### src/hdl/stop_wake_pkg.sv
package stop_wake_pkg;

	////////////////////////////////////////////////////////////////////////////////
	// register offsets in the core register file
	localparam logic [7:0] WAKE_TIMER_CONTROL_OFS = 8'h10;
	localparam logic [7:0] STOP_UNLOCK_OFS        = 8'hFB;

	// reset values
	localparam logic [7:0] WAKE_TIMER_CONTROL_RST = 8'h00;
	localparam logic [7:0] STOP_UNLOCK_RST        = 8'h00;
	localparam logic [7:0] UNMAPPED_READ_VALUE    = 8'h00;

	// unlock pattern 1010_0101
	localparam logic [7:0] STOP_UNLOCK_PATTERN    = 8'hA5;

	// wake_timer_control field positions
	localparam int         WTC_ENABLE_BIT         = 7;
	localparam int         WTC_IRQ_ENABLE_BIT     = 5;
	localparam int         WTC_PRESCALE_LSB       = 0;
	localparam int         WTC_PRESCALE_W         = 4;

	// largest valid prescale selection and divider width
	localparam logic [3:0] PRESCALE_MAX           = 4'hC;
	localparam int         PRESCALE_CNT_W         = 12;

	////////////////////////////////////////////////////////////////////////////////
	// register access from the core
	typedef struct packed {
		logic [7:0] addr;
		logic       wr;
		logic       rd;
		logic [7:0] wdata;
	} reg_req_s;

	// state of the stop gate and control registers
	typedef struct packed {
		logic [7:0] stop_unlock;
		logic [7:0] wake_ctrl;
		logic [7:0] rdata;
		logic       stop_enter;
		logic       reset_load;
		logic       wake_irq;
	} gate_state_s;

	// state of the wake prescaler
	typedef struct packed {
		logic [PRESCALE_CNT_W-1:0] cnt;
		logic                      tick;
	} presc_state_s;

endpackage : stop_wake_pkg

### src/hdl/wake_prescaler.sv
`timescale 1ns/10ps
`default_nettype none

module wake_prescaler
	import stop_wake_pkg::*;
#(
	parameter int CNT_W = PRESCALE_CNT_W
)
(
	input  wire logic       i_clk,
	input  wire logic       i_rst_n,
	input  wire logic       i_en,
	input  wire logic [3:0] i_sel,
	output logic            o_tick
);
	import stop_wake_pkg::*;

	presc_state_s st_reg;
	presc_state_s st_next;
	logic [CNT_W-1:0] mask;
	logic             match;

	////////////////////////////////////////////////////////////////////////////////
	// low-bit mask for a divide by 2^n; selections above the maximum are clamped
	function automatic logic [CNT_W-1:0] div_mask(input logic [3:0] sel);
		logic [3:0] n;
		n = (sel > PRESCALE_MAX) ? PRESCALE_MAX : sel;
		div_mask = CNT_W'((32'h1 << n) - 32'h1);
	endfunction : div_mask

	assign mask  = div_mask(i_sel);
	assign match = (st_reg.cnt & mask) == mask;

	always_comb
	begin
		st_next = st_reg;
		if (i_en)
		begin
			st_next.cnt  = st_reg.cnt + CNT_W'(1);
			st_next.tick = match;
		end
		else
		begin
			st_next.cnt  = '0;
			st_next.tick = 1'b0;
		end
	end

	always_ff @(posedge i_clk or negedge i_rst_n)
	begin
		if (!i_rst_n)
			st_reg <= '0;
		else
			st_reg <= st_next;
	end

	assign o_tick = st_reg.tick;
endmodule : wake_prescaler

`default_nettype wire

### src/hdl/stop_mode_wakeup_timer.sv
`timescale 1ns/10ps
`default_nettype none

// How it works
// - The stop instruction takes effect only while the unlock register holds 8'hA5.
// - A stop issued with any other unlock value loads the reset address instead.
// - Bit 7 of the wake timer control register turns the wake timer on or off.
// - Bits 3..0 select N (values above 12 act as 12) and the wake timer clock is the system clock divided by 2^N.
module stop_mode_wakeup_timer
(
	input  wire logic                    i_clk,
	input  wire logic                    i_resetn,
	input  wire stop_wake_pkg::reg_req_s i_reg,
	input  wire logic                    i_stop_exec,
	input  wire logic                    i_wake_expire,
	output logic [7:0]                   o_rdata,
	output logic                         o_stop_enter,
	output logic                         o_reset_load,
	output logic                         o_wake_timer_en,
	output logic                         o_wake_tick,
	output logic                         o_wake_irq
);
	import stop_wake_pkg::*;

	logic        rst_meta_n;
	logic        rst_n;
	gate_state_s st_reg;
	gate_state_s st_next;
	logic        unlocked;
	logic        wr_unlock;
	logic        wr_ctrl;
	logic        en_reg;

	////////////////////////////////////////////////////////////////////////////////
	// reset release through two flip-flops
	always_ff @(posedge i_clk or negedge i_resetn)
	begin
		if (!i_resetn)
		begin
			rst_meta_n <= 1'b0;
			rst_n      <= 1'b0;
		end
		else
		begin
			rst_meta_n <= 1'b1;
			rst_n      <= rst_meta_n;
		end
	end

	////////////////////////////////////////////////////////////////////////////////
	// register decode
	function automatic logic hit(input reg_req_s req, input logic [7:0] ofs);
		hit = (req.addr == ofs);
	endfunction : hit

	assign unlocked  = (st_reg.stop_unlock == STOP_UNLOCK_PATTERN);
	assign wr_unlock = i_reg.wr && hit(i_reg, STOP_UNLOCK_OFS);
	assign wr_ctrl   = i_reg.wr && hit(i_reg, WAKE_TIMER_CONTROL_OFS);

	always_comb
	begin
		st_next = st_reg;
		if (wr_unlock)
			st_next.stop_unlock = i_reg.wdata;
		// bits 6 and 4 are stored as written; software keeps them zero
		if (wr_ctrl)
			st_next.wake_ctrl = i_reg.wdata;
		if (i_reg.rd && hit(i_reg, STOP_UNLOCK_OFS))
			st_next.rdata = st_reg.stop_unlock;
		else if (i_reg.rd && hit(i_reg, WAKE_TIMER_CONTROL_OFS))
			st_next.rdata = st_reg.wake_ctrl;
		else
			st_next.rdata = UNMAPPED_READ_VALUE;
		// the value stored before this cycle decides a stop in this cycle
		st_next.stop_enter = i_stop_exec && unlocked;
		st_next.reset_load = i_stop_exec && !unlocked;
		st_next.wake_irq   = i_wake_expire && st_reg.wake_ctrl[WTC_ENABLE_BIT]
			&& st_reg.wake_ctrl[WTC_IRQ_ENABLE_BIT];
	end

	always_ff @(posedge i_clk or negedge rst_n)
	begin
		if (!rst_n)
		begin
			st_reg             <= '0;
			st_reg.stop_unlock <= STOP_UNLOCK_RST;
			st_reg.wake_ctrl   <= WAKE_TIMER_CONTROL_RST;
			st_reg.rdata       <= UNMAPPED_READ_VALUE;
		end
		else
			st_reg <= st_next;
	end

	// enable copy kept as its own flip-flop so the output stays registered
	always_ff @(posedge i_clk or negedge rst_n)
	begin
		if (!rst_n)
			en_reg <= 1'b0;
		else
			en_reg <= st_next.wake_ctrl[WTC_ENABLE_BIT];
	end

	////////////////////////////////////////////////////////////////////////////////
	// wake timer clock divider
	wake_prescaler #(
		.CNT_W (PRESCALE_CNT_W)
	) u_prescaler (
		.i_clk   (i_clk),
		.i_rst_n (rst_n),
		.i_en    (st_reg.wake_ctrl[WTC_ENABLE_BIT]),
		.i_sel   (st_reg.wake_ctrl[WTC_PRESCALE_LSB +: WTC_PRESCALE_W]),
		.o_tick  (o_wake_tick)
	);

	assign o_rdata         = st_reg.rdata;
	assign o_stop_enter    = st_reg.stop_enter;
	assign o_reset_load    = st_reg.reset_load;
	assign o_wake_timer_en = en_reg;
	assign o_wake_irq      = st_reg.wake_irq;
endmodule : stop_mode_wakeup_timer

`default_nettype wire

### config.mk
export PLATFORM = sky130hd
export DESIGN_NAME = stop_mode_wakeup_timer
export DESIGN_NICKNAME = d
export VERILOG_FILES = /design/src/hdl/stop_wake_pkg.sv /design/src/hdl/wake_prescaler.sv /design/src/hdl/stop_mode_wakeup_timer.sv
export SDC_FILE = /design/constraint.sdc
export NUM_CORES = 1
export LEC_CHECK = 0
export ABC_AREA = 1
export BUFFER_PORTS_ARGS = -buffer_cell sky130_fd_sc_hd__buf_2
export CAP_MARGIN = 30
export CORE_ASPECT_RATIO = 1.25
export CORE_MARGIN = 10
export CORE_UTILIZATION = 50
export CTS_BUF_LIST = sky130_fd_sc_hd__clkbuf_16
export DETAILED_ROUTE_END_ITERATION = 10
export GPL_TIMING_DRIVEN = 0
export PLACE_DENSITY = 0.77
export SYNTH_ARGS = -nofsm -noshare
export SYNTH_HDL_FRONTEND = slang
export SYNTH_SLANG_ARGS = --single-unit
### constraint.sdc
create_clock -name i_clk -period 1.3 [get_ports i_clk]
set_clock_uncertainty 0.05 [all_clocks]
set_input_delay 0.26 -clock i_clk [delete_from_list [all_inputs] [get_ports i_clk]]
set_output_delay 0.26 -clock i_clk [all_outputs]
set_load 0.02 [all_outputs]
==> results of run 1 <==
[cells in the final DEF (no fill, tap or decap), drive strengths merged]
cell / n
a21oi: 15
a31oi: 1
buf: 59
clkbuf: 5
clkinv: 1
clkinvlp: 1
conb: 1
dfrtp: 42
dlygate4sd3: 1
ha: 2
inv: 34
nand2: 58
nand3: 16
nand3b: 3
nand4: 1
nor2: 29
nor3: 7
nor3b: 1
nor4: 4
o21ai: 16
o22ai: 4
xor2: 2
[synthesized netlist by cell type, drive strengths merged]
| cell type | n |
|---|---|
| nand2 | 58 |
| a31oi | 1 |
| nand4 | 1 |
| ha | 2 |
| o22ai | 4 |
| inv | 33 |
| dfrtp | 42 |
| nand3b | 3 |
| conb | 1 |
| nand3 | 16 |
| nor4 | 4 |
| xor2 | 2 |
| o21ai | 16 |
| nor3 | 7 |
| nor2 | 29 |
| a21oi | 15 |
| nor3b | 1 |
| buf | 12 |
[worst min-delay path by stage]
stage / startpoint / end / slack [ns]
after floorplan: i_resetn / rst_meta_n / -0.09
after CTS: i_wake_expire / o_wake_irq / 0.14
after global routing: i_reg[5] / st_reg[24] / 0.16
final: i_wake_expire / o_wake_irq / 0.14
after global placement: i_resetn / rst_meta_n / -0.004
after detailed placement: i_resetn / rst_meta_n / -0.005
[report_power, final]
part / internal (mW) / total [mW] / switching [mW]
clock: 0.721 / 1.26 / 0.534
sequential: 1.51 / 1.75 / 0.241
combinational: 0.476 / 1.13 / 0.651
total: 2.71 / 4.14 / 1.43
[critical path, cell delays in order (launching register included)]
cell and delay (ns):
dfrtp_1 0.37, buf_6 0.13, nor2_4 0.11, nand3_2 0.10, ha_4 0.27, inv_2 0.03, nand2_2 0.05, nand3_2 0.06
nor2_2 0.11, nand2_1 0.06, nor2_1 0.10, nand2_1 0.06, nor2_1 0.10
[cells by family (layout without fill, tap and decap cells)]
logic type / Yosys count / in the layout / share of synthesized area [%]
compound gates: 36 / 36 / 9.36
xor+xnor: 2 / 2 / 0.846
fa+ha+maj: 2 / 2 / 1.21
buf+inv: 45 / 101 / 10.7
flops: 42 / 42 / 50.7
other cells: 1 / 1 / 0.181
simple gates: 119 / 119 / 26.9
[repair_timing]
action | CTS | global route
pin swaps | 5 | 15
endpoints found under the setup margin | 4 | 6
hold buffers | 1 | 0
gates resized for setup | 9 | 26
setup buffers | 5 | 8
hold endpoints to repair | 2 | 0
[metal layers]
metal / vias to the layer above / global-route usage [%] / part of all wire (%)
met5: - / 0 / 0
met1: 869 / 16.1 / 41
met2: 85 / 22.4 / 50
met3: 19 / 3.22 / 6.6
li1: 894 / - / -
met4: 0 / 7.01 / 2.7
[final cells by class]
class	instances	area [um^2]	area share (%)
Buffer	12	103	3.78
Clock buffer	5	125	4.61
Clock inverter	3	25.0	0.922
Inverter	33	129	4.75
Multi-Input combinational cell	160	931	34.3
Sequential cell	42	1050	38.8
Tap cell	56	70.1	2.58
Timing Repair Buffer	48	278	10.2
[metrics by stage]
| step | TNS [ns] | std cells |
|---|---|---|
| after CTS | -0.412 | 351 |
| after global placement | -0.809 | 337 |
| after detailed placement | -0.974 | 337 |
| after global routing | -0.613 | 359 |
| final | -0.372 | 359 |
| after floorplan | -0.191 | 247 |
==> summary.md, run 1 <==
| Metric | Value |
|---|---|
| Status | `finished, violations left` |
| Failing checks | `negative setup slack` |
| Initial antenna violation count | `0` |
| Layout area overhead | `31.0%` |
| Fin crit period | `1.67 ns` |
| Core area | `4030 um^2` |
| CTS Buf Count | `5` |
| Tightest Pin Transition | `0.863 ns` |
| Syn_nets | `271` |
| Post-route cell area | `2710 um^2` |
| Layout cells sized above 1 | `35.3%` |
| Detailed-route via count | `1,867` |
| Row count | `26` |
| Data arrival, critical path | `1.84 ns` |
| Hpwl dp | `3.31 mm` |
| WL final | `5.06 mm` |
| Synth unique cells | `28` |
| DRT iter0 DRCs | `215` |
| Synth Instances | `247` |
| CP Data Required Time | `1.47 ns` |
| Final Power | `4.14 mW` |
| Reg-to-Reg End | `u_prescaler.o_tick` |
| Final worst slack | `-0.372 ns` |
| Power Density | `1520 nW/um^2` |
| Area after DPL | `2320 um^2` |
| VDD IR max | `0.741 mV` |
| Total Nets Final | `326` |
| Hold WC Path Type | `in -> reg` |
| Crit Path Max Fanout | `4` |
| Worst reg2reg setup slack | `-0.37 ns` |
| CP Capture Type | `flop` |
| Most area-consuming cells after synthesis | `dfrtp_1 51%, nand2_1 9.6%, inv_1 5.4%, nor2_1 4.7%, nand3_1 3.9%` |
| Place WS | `-0.341 ns` |
| Synth Warn # | `0` |
| Sink Count | `42` |
| Crit path from | `st_reg[14]` |
| DR vias/cell | `5.20` |
| Die extent in y | `92.0 um` |
| Sequential share of the synthesized area | `50.7%` |
| First-pass GRT wire length | `7.94 mm` |
| Static leakage | `1.42 nW` |
| Final Max Slew Viols | `0` |
| CTS H-tree depth | `2` |
| # diodes | `0` |
| Die area | `7130 um^2` |
| First drt pass iteration count | `4` |
| Hold Worst Slack | `0.142 ns` |
| DR WL/cell | `14.1 um` |
| Die Width | `77.6 um` |
| Max FFs per register | `15` |
| Fill cells | `339` |
| Total grt overflow | `0` |
| Critical path type | `reg -> reg` |
| Post-DRT Antenna Nets | `0` |
| Clock Latency Late Sink | `0.28 ns` |
| IO Count | `35` |
| IO Port Bufs | `34` |
| Syn avg cell area | `8.39 um^2` |
| Initial Util | `51.4%` |
| # DRC | `0` |
| Synth Cell Area | `2070 um^2` |
| Final hold violations | `0` |
| All-Layer GR Usage | `13.6%` |
| Pin count of the biggest net entering global routing | `41` |
| Synth Register Bits | `42` |
| Final period utilization | `129%` |
| Worst-case clock buffer depth | `2` |
| Min-Delay Path Depth | `3` |
| Leading area contributor after synthesis | `dfrtp_1` |
| Worst Setup EP | `u_prescaler.o_tick` |
| Register-to-Register Path Depth | `12` |
| Max Cap Violations | `0` |
| Vias in the first global route | `1,820` |
| CTS tree | `built` |
| Fmax | `0.598 GHz` |
| Crit start category | `flop` |
| Root Driver | `clkbuf_16` |
| RSZ-0062 raised after global routing | `true` |
| Slew headroom | `42.4%` |
| Placer Congestion | `0.845` |
| Clock transition at the registers of the reported paths | `0.06 ns` |
| Post-synth top area share | `50.7%` |
| Final setup vio count | `1` |
| Fin util | `67.3%` |
| RR Startpoint | `st_reg[14]` |
No activity file was read; power rests on OpenSTA's default activity.
==> run 2, diff against run 1 <==
- CORE_ASPECT_RATIO: 1.25 -> 1.75
==> run 2 against run 1 <==
Compared with the run above:
- the flow still finishes with violations (negative setup slack)
- clock power rose by 13%
- cell count fell by 1.7%
- sequential share of layout area fell by 0.44 points
- core utilization rose by 2.5 points
- flip-flop and latch count did not move
- via count rose by 1.6%
- largest cell class unchanged
==> summary.md, run 2 (synthesis gave the netlist of run 1 again) <==
| Metric | Value |
|---|---|
| Layout area overhead | `32.8%` |
| CP Data Required Time | `1.47 ns (about the same)` |
| Clock transition at the registers of the reported paths | `0.06 ns (about the same)` |
| Comb pwr share | `26.1% (-1.2 points)` |
| Root Driver | `clkbuf_16` |
| WL final | `5.56 mm (+10%)` |
| CTS Buf Count | `5 (unchanged)` |
| Commonest non-fill, non-tap cell in the layout | `nand2_1` |
| Layout cells sized above 1 | `37.0% (+1.7 points)` |
| Final worst slack | `-0.419 ns (-0.0462 ns)` |
| Fin crit period | `1.72 ns (+0.0462 ns)` |
| Fin util | `69.8% (+2.5 points)` |
| Final Max Slew Viols | `0 (unchanged)` |
| DR WL/cell | `15.8 um (+12%)` |
| Flop pwr share | `41.3% (-1.1 points)` |
| Clock Latency Late Sink | `0.29 ns (about the same)` |
| Area after DPL | `2310 um^2 (-0.43%)` |
| Commonest non-fill, non-tap cells in the layout | `44 x nand2_1, 38 x dfrtp_1, 35 x buf_2` |
| Pin count of the biggest net entering global routing | `41 (unchanged)` |
| IO Count | `35 (unchanged)` |
| Placer Congestion | `0.854 (+1.1%)` |
| Sink Count | `42 (unchanged)` |
| Status | `finished, violations left` |
| Pint | `2.92 mW (+7.7%)` |
| Failing checks | `negative setup slack` |
| DRT iter0 DRCs | `116 (-46%)` |
| Post-route cell area | `2750 um^2 (+1.4%)` |
| DR vias/cell | `5.37 (+3.3%)` |
| Max FFs per register | `15 (unchanged)` |
| Data arrival, critical path | `1.88 ns (+0.04 ns)` |
| Detailed-route via count | `1,897 (+1.6%)` |
| Crit Path Max Fanout | `5 (+1)` |
| First drt pass iteration count | `4 (unchanged)` |
| Final period utilization | `132% (+3.6 points)` |
| Crit start category | `flop` |
| CTS tree | `built` |
| Row count | `30 (+15%)` |
| Initial antenna violation count | `0 (unchanged)` |
| Die area | `7220 um^2 (+1.2%)` |
| Worst-case clock buffer depth | `2 (unchanged)` |
| Slew headroom | `42.5% (+0.060 points)` |
| Vias in the first global route | `1,994 (+9.6%)` |
| Hold WC Path Type | `in -> reg` |
| Tightest Pin Transition | `0.862 ns (-0.000899 ns)` |
| Core area | `3940 um^2 (-2.3%)` |
| Power Density | `1580 nW/um^2 (+3.8%)` |
| RSZ-0062 raised after global routing | `true` |
| Die extent in y | `105 um (+14%)` |
| Total Nets Final | `328 (+0.61%)` |
| Final hold violations | `0 (unchanged)` |
| Die Width | `68.7 um (-11%)` |
| Critical path type | `reg -> reg` |
| Final setup vio count | `2 (+1)` |
| Post-DRT Antenna Nets | `0 (unchanged)` |
| Max Cap Violations | `0 (unchanged)` |
| Sw Ratio | `33.0% (-1.5 points)` |
| First-pass GRT wire length | `8.94 mm (+13%)` |
| Fmax | `0.582 GHz (-2.7%)` |
| # DRC | `0 (unchanged)` |
| Total grt overflow | `0 (unchanged)` |
| All-Layer GR Usage | `16.0% (+2.4 points)` |
| VDD IR max | `1.03 mV (+39%)` |
| CP Capture Type | `flop` |
| NetSw | `1.44 mW (+0.67%)` |
| Clk network pwr share | `32.6% (+2.3 points)` |
| Static leakage | `1.44 nW (+1.6%)` |
| Hpwl dp | `3.67 mm (+11%)` |
| IO Port Bufs | `34 (unchanged)` |
| CTS H-tree depth | `2 (unchanged)` |
| Initial Util | `52.6% (+1.2 points)` |
| # diodes | `0 (unchanged)` |
## run 2: cell types whose count changed in the layout (fill, tap and decap cells not counted), sizes merged
cell	before	now
buf	59	61
clkinv	1	0
bufinv	0	1
## run 2: critical path: stages, from the launching register on
cell and delay, ns:
dfrtp_1 0.37, buf_6 0.13, nor2_4 0.14, nand3_2 0.11, ha_4 0.29, inv_2 0.03
nand2_2 0.04, nand3_2 0.06, nor2_2 0.10, nand2_1 0.05, nor2_1 0.11, nand2_1 0.06
nor2_1 0.09
## run 2: cell type report
class                           instances  area, um^2
Buffer                                 12         103
Clock buffer                            5         125
Clock inverter                          3        41.3
Fill cell                             305        1190
Inverter                               33         126
Multi-Input combinational cell        160         936
Sequential cell                        42        1060
Tap cell                               48        60.1
Timing Repair Buffer                   50         304
## run 2: path summary, 6_finish.rpt
path	start	endpoint	slack [ns]	depth (start not counted)
hold / removal	i_reg[6]	st_reg[25]	0.15	3
min in group asynchronous	i_resetn	rst_n	0.24	2
setup reg to reg	st_reg[14]	u_prescaler.o_tick	-0.42	12
max in group asynchronous	rst_n	st_reg[13]	0.26	0
hold reg to reg	rst_meta_n	rst_n	0.30	0
setup / recovery	st_reg[14]	u_prescaler.o_tick	-0.42	12
## run 2: metrics by stage
step	power (mW)	setup slack (ns)	hold slack [ns]	std cells	TNS (ns)
floorplan	2.19	-0.191	-0.0856	247	-0.191
global placement	2.38	-0.323	-0.00529	329	-1.02
detailed placement	2.41	-0.358	-0.00351	329	-1.57
CTS	4.09	-0.366	0.140	344	-0.497
global route	4.57	-0.536	0.167	353	-0.903
finish	4.35	-0.419	0.152	353	-0.432
## run 2: power by group through the flow
stage               Clock, mW  Combinational (mW)  Sequential [mW]
floorplan                   0               0.507             1.68
global placement            0               0.649             1.73
detailed placement          0               0.664             1.74
CTS                      1.42               0.922             1.74
global route             1.49                1.26             1.82
finish                   1.42                1.14             1.80
## run 2: metal layers
layer  wire, um  track usage [%]
met3        307             4.39
met2       3010             27.6
met4        257             10.4
met1       1980             15.4
met5          0                0
## run 2: what timing repair did
action	CTS	global route
hold endpoints to repair	2	0
hold buffers	1	0
resized for setup	20	21
buffers inserted	6	9
endpoints found under the setup margin	6	10
pin swaps	8	16
==> run 3, diff against run 2 <==
- ABC_CLOCK_PERIOD_IN_PS: not set -> 1300
- CELL_PAD_IN_SITES_DETAIL_PLACEMENT: not set -> 0
- CELL_PAD_IN_SITES_GLOBAL_PLACEMENT: not set -> 1
- CORE_UTILIZATION: 50 -> 37
==> run 3 against run 2 <==
Compared with the run above:
- the flow still finishes with violations (negative setup slack)
- non-clock buffer count decreased by 6
- die area up 26%
- clock power barely moved
- critical path depth shrank 1
- wire length decreased by 6.5%
- first-iteration DRC count down 49%
- register-to-register slack improved by 0.10 ns
- design area fell by 2.3%
- global-route usage fell by 4.0 points
- hold slack lost 0.0011 ns
- critical endpoint unchanged
- highest routed layer unchanged
==> summary.md, run 3 (synthesis gave the netlist of run 1 again) <==
| Metric | Value |
|---|---|
| Pin count of the biggest net entering global routing | `41 (unchanged)` |
| First drt pass iteration count | `4 (unchanged)` |
| Row count | `36 (+20%)` |
| Critical path type | `reg -> reg` |
| Final Power | `4.04 mW (-7.2%)` |
| Final Max Slew Viols | `0 (unchanged)` |
| Placer Congestion | `0.820 (-4.0%)` |
| CTS Buf Count | `5 (unchanged)` |
| Die Width | `76.6 um (+12%)` |
| Detailed-route via count | `1,755 (-7.5%)` |
| Final worst slack | `-0.314 ns (+0.105 ns)` |
| Initial Util | `37.7% (-15 points)` |
| CP Data Required Time | `1.46 ns (about the same)` |
| Clock Latency Late Sink | `0.28 ns (about the same)` |
| Die extent in y | `119 um (+13%)` |
| CTS tree | `built` |
| Hpwl dp | `3.91 mm (+6.6%)` |
| IO Port Bufs | `34 (unchanged)` |
| Fmax | `0.620 GHz (+6.5%)` |
| IO Count | `35 (unchanged)` |
| Failing checks | `negative setup slack` |
| First-pass GRT wire length | `8.83 mm (-1.3%)` |
| Total Nets Final | `322 (-1.8%)` |
| Crit Path Max Fanout | `4 (-1)` |
| Flop pwr share | `43.4% (+2.1 points)` |
| Final setup vio count | `1 (-1)` |
| Sink Count | `42 (unchanged)` |
| WL final | `5.20 mm (-6.5%)` |
| Clk network pwr share | `34.5% (+1.9 points)` |
| Die area | `9110 um^2 (+26%)` |
| Clock transition at the registers of the reported paths | `0.06 ns (about the same)` |
| DRT iter0 DRCs | `59 (-49%)` |
| Commonest non-fill, non-tap cell in the layout | `nand2_1` |
| Crit start category | `flop` |
| Power Density | `1500 nW/um^2 (-5.1%)` |
| Tightest Pin Transition | `0.876 ns (+0.0139 ns)` |
| Core area | `5500 um^2 (+39%)` |
| Final period utilization | `124% (-8.1 points)` |
| Post-DRT Antenna Nets | `0 (unchanged)` |
| # DRC | `0 (unchanged)` |
| DR vias/cell | `4.68 (-13%)` |
| Sw Ratio | `31.2% (-1.8 points)` |
| CP Capture Type | `flop` |
| Layout cells sized above 1 | `34.1% (-2.9 points)` |
| Max Cap Violations | `0 (unchanged)` |
| Vias in the first global route | `1,857 (-6.9%)` |
| Initial antenna violation count | `0 (unchanged)` |
| Placed cell count | `357 (+8.5%)` |
| Max FFs per register | `15 (unchanged)` |
| VDD IR max | `0.707 mV (-31%)` |
| Final hold violations | `0 (unchanged)` |
| All-Layer GR Usage | `11.9% (-4.0 points)` |
| DR WL/cell | `13.9 um (-12%)` |
| Slew headroom | `41.6% (-0.93 points)` |
| Hold WC Path Type | `in -> reg` |
| Total grt overflow | `0 (unchanged)` |
| Data arrival, critical path | `1.78 ns (-0.10 ns)` |
| # diodes | `0 (unchanged)` |
| RSZ-0062 raised after global routing | `true` |
| Fin crit period | `1.61 ns (-0.105 ns)` |
| Layout area overhead | `29.8%` |
| Status | `finished, violations left` |
| Commonest non-fill, non-tap cells in the layout | `46 x nand2_1, 36 x dfrtp_1, 35 x buf_2` |
| Fin cells | `375 (+6.2%)` |
| NetSw | `1.26 mW (-12%)` |
| Root Driver | `clkbuf_16` |
| Static leakage | `1.41 nW (-2.6%)` |
| Worst-case clock buffer depth | `2 (unchanged)` |
| Comb pwr share | `22.1% (-4.0 points)` |
| CTS H-tree depth | `2 (unchanged)` |
| Pint | `2.78 mW (-4.8%)` |
==> run 3: layout make-up <==
type	count	area [um^2]
plain buffers	11	91.3
clock buffers	5	125
clock inverters	3	41.3
fillers	574	2810
inverters	33	129
multi-input cells	160	893
flip-flops and latches	42	1060
well taps	76	95.1
repair buffers	45	255
==> run 3: path summary, 6_finish.rpt <==
| kind | endpoint | cells past startpoint | start | slack (ns) |
|---|---|---|---|---|
| max in group asynchronous | u_prescaler.st_reg[3] | 0 | rst_n | 0.24 |
| min in group asynchronous | rst_meta_n | 2 | i_resetn | 0.24 |
| worst max register to register | u_prescaler.o_tick | 11 | st_reg[13] | -0.31 |
| worst min register to register | rst_n | 0 | rst_meta_n | 0.31 |
| worst max-delay path | u_prescaler.o_tick | 11 | st_reg[13] | -0.31 |
| worst min-delay path | st_reg[24] | 3 | i_reg[5] | 0.15 |
==> run 3: power groups by stage <==
| stage | Clock, mW | Combinational, mW | Sequential, mW |
|---|---|---|---|
| after floorplan | 0 | 0.507 | 1.68 |
| after global placement | 0 | 0.662 | 1.74 |
| after detailed placement | 0 | 0.672 | 1.75 |
| after CTS | 1.42 | 0.881 | 1.74 |
| after global routing | 1.47 | 1.03 | 1.78 |
| final | 1.39 | 0.895 | 1.75 |
==> run 3: through the flow <==
| step | setup TNS, ns | hold slack (ns) | area [um^2] | worst slack [ns] | util (%) |
|---|---|---|---|---|---|
| after floorplan | -0.191 | -0.0856 | 2080 | -0.191 | - |
| after global placement | -1.48 | -0.00474 | 2340 | -0.411 | 42.6 |
| after detailed placement | -2.10 | -0.00412 | 2340 | -0.427 | 42.6 |
| after CTS | -0.492 | 0.146 | 2660 | -0.404 | 48.3 |
| after global routing | -0.651 | 0.162 | 2690 | -0.445 | 48.9 |
| final | -0.314 | 0.151 | 2690 | -0.314 | 48.9 |
==> run 3: routing by layer <==
| metal | up-vias | part of all wire, % | global-route usage (%) |
|---|---|---|---|
| met5 | - | 0 | 0 |
| met4 | 0 | 1.6 | 4.32 |
| met3 | 7 | 2.9 | 2.64 |
| met2 | 31 | 57 | 23.4 |
| met1 | 834 | 38 | 11.8 |
| li1 | 883 | - | - |
==> run 3: critical path, cell delays in order (launching register included) <==
cell and delay [ns]:
dfrtp_2 0.44, nor2_4 0.15, nand2_2 0.10, ha_4 0.28, inv_2 0.02, nand2_1 0.04
nand3_1 0.06, nor2_1 0.10, nand2_1 0.07, nor2_2 0.10, nand2_1 0.06, nor2_1 0.08
==> run 3: what timing repair did <==
item	4_1_cts	5_1_grt
hold endpoints to repair	2	0
cloned	0	0
setup buffers	7	3
hold buffers	1	0
endpoints found under the setup margin	5	7
resized for setup	21	12
pin swaps	13	13
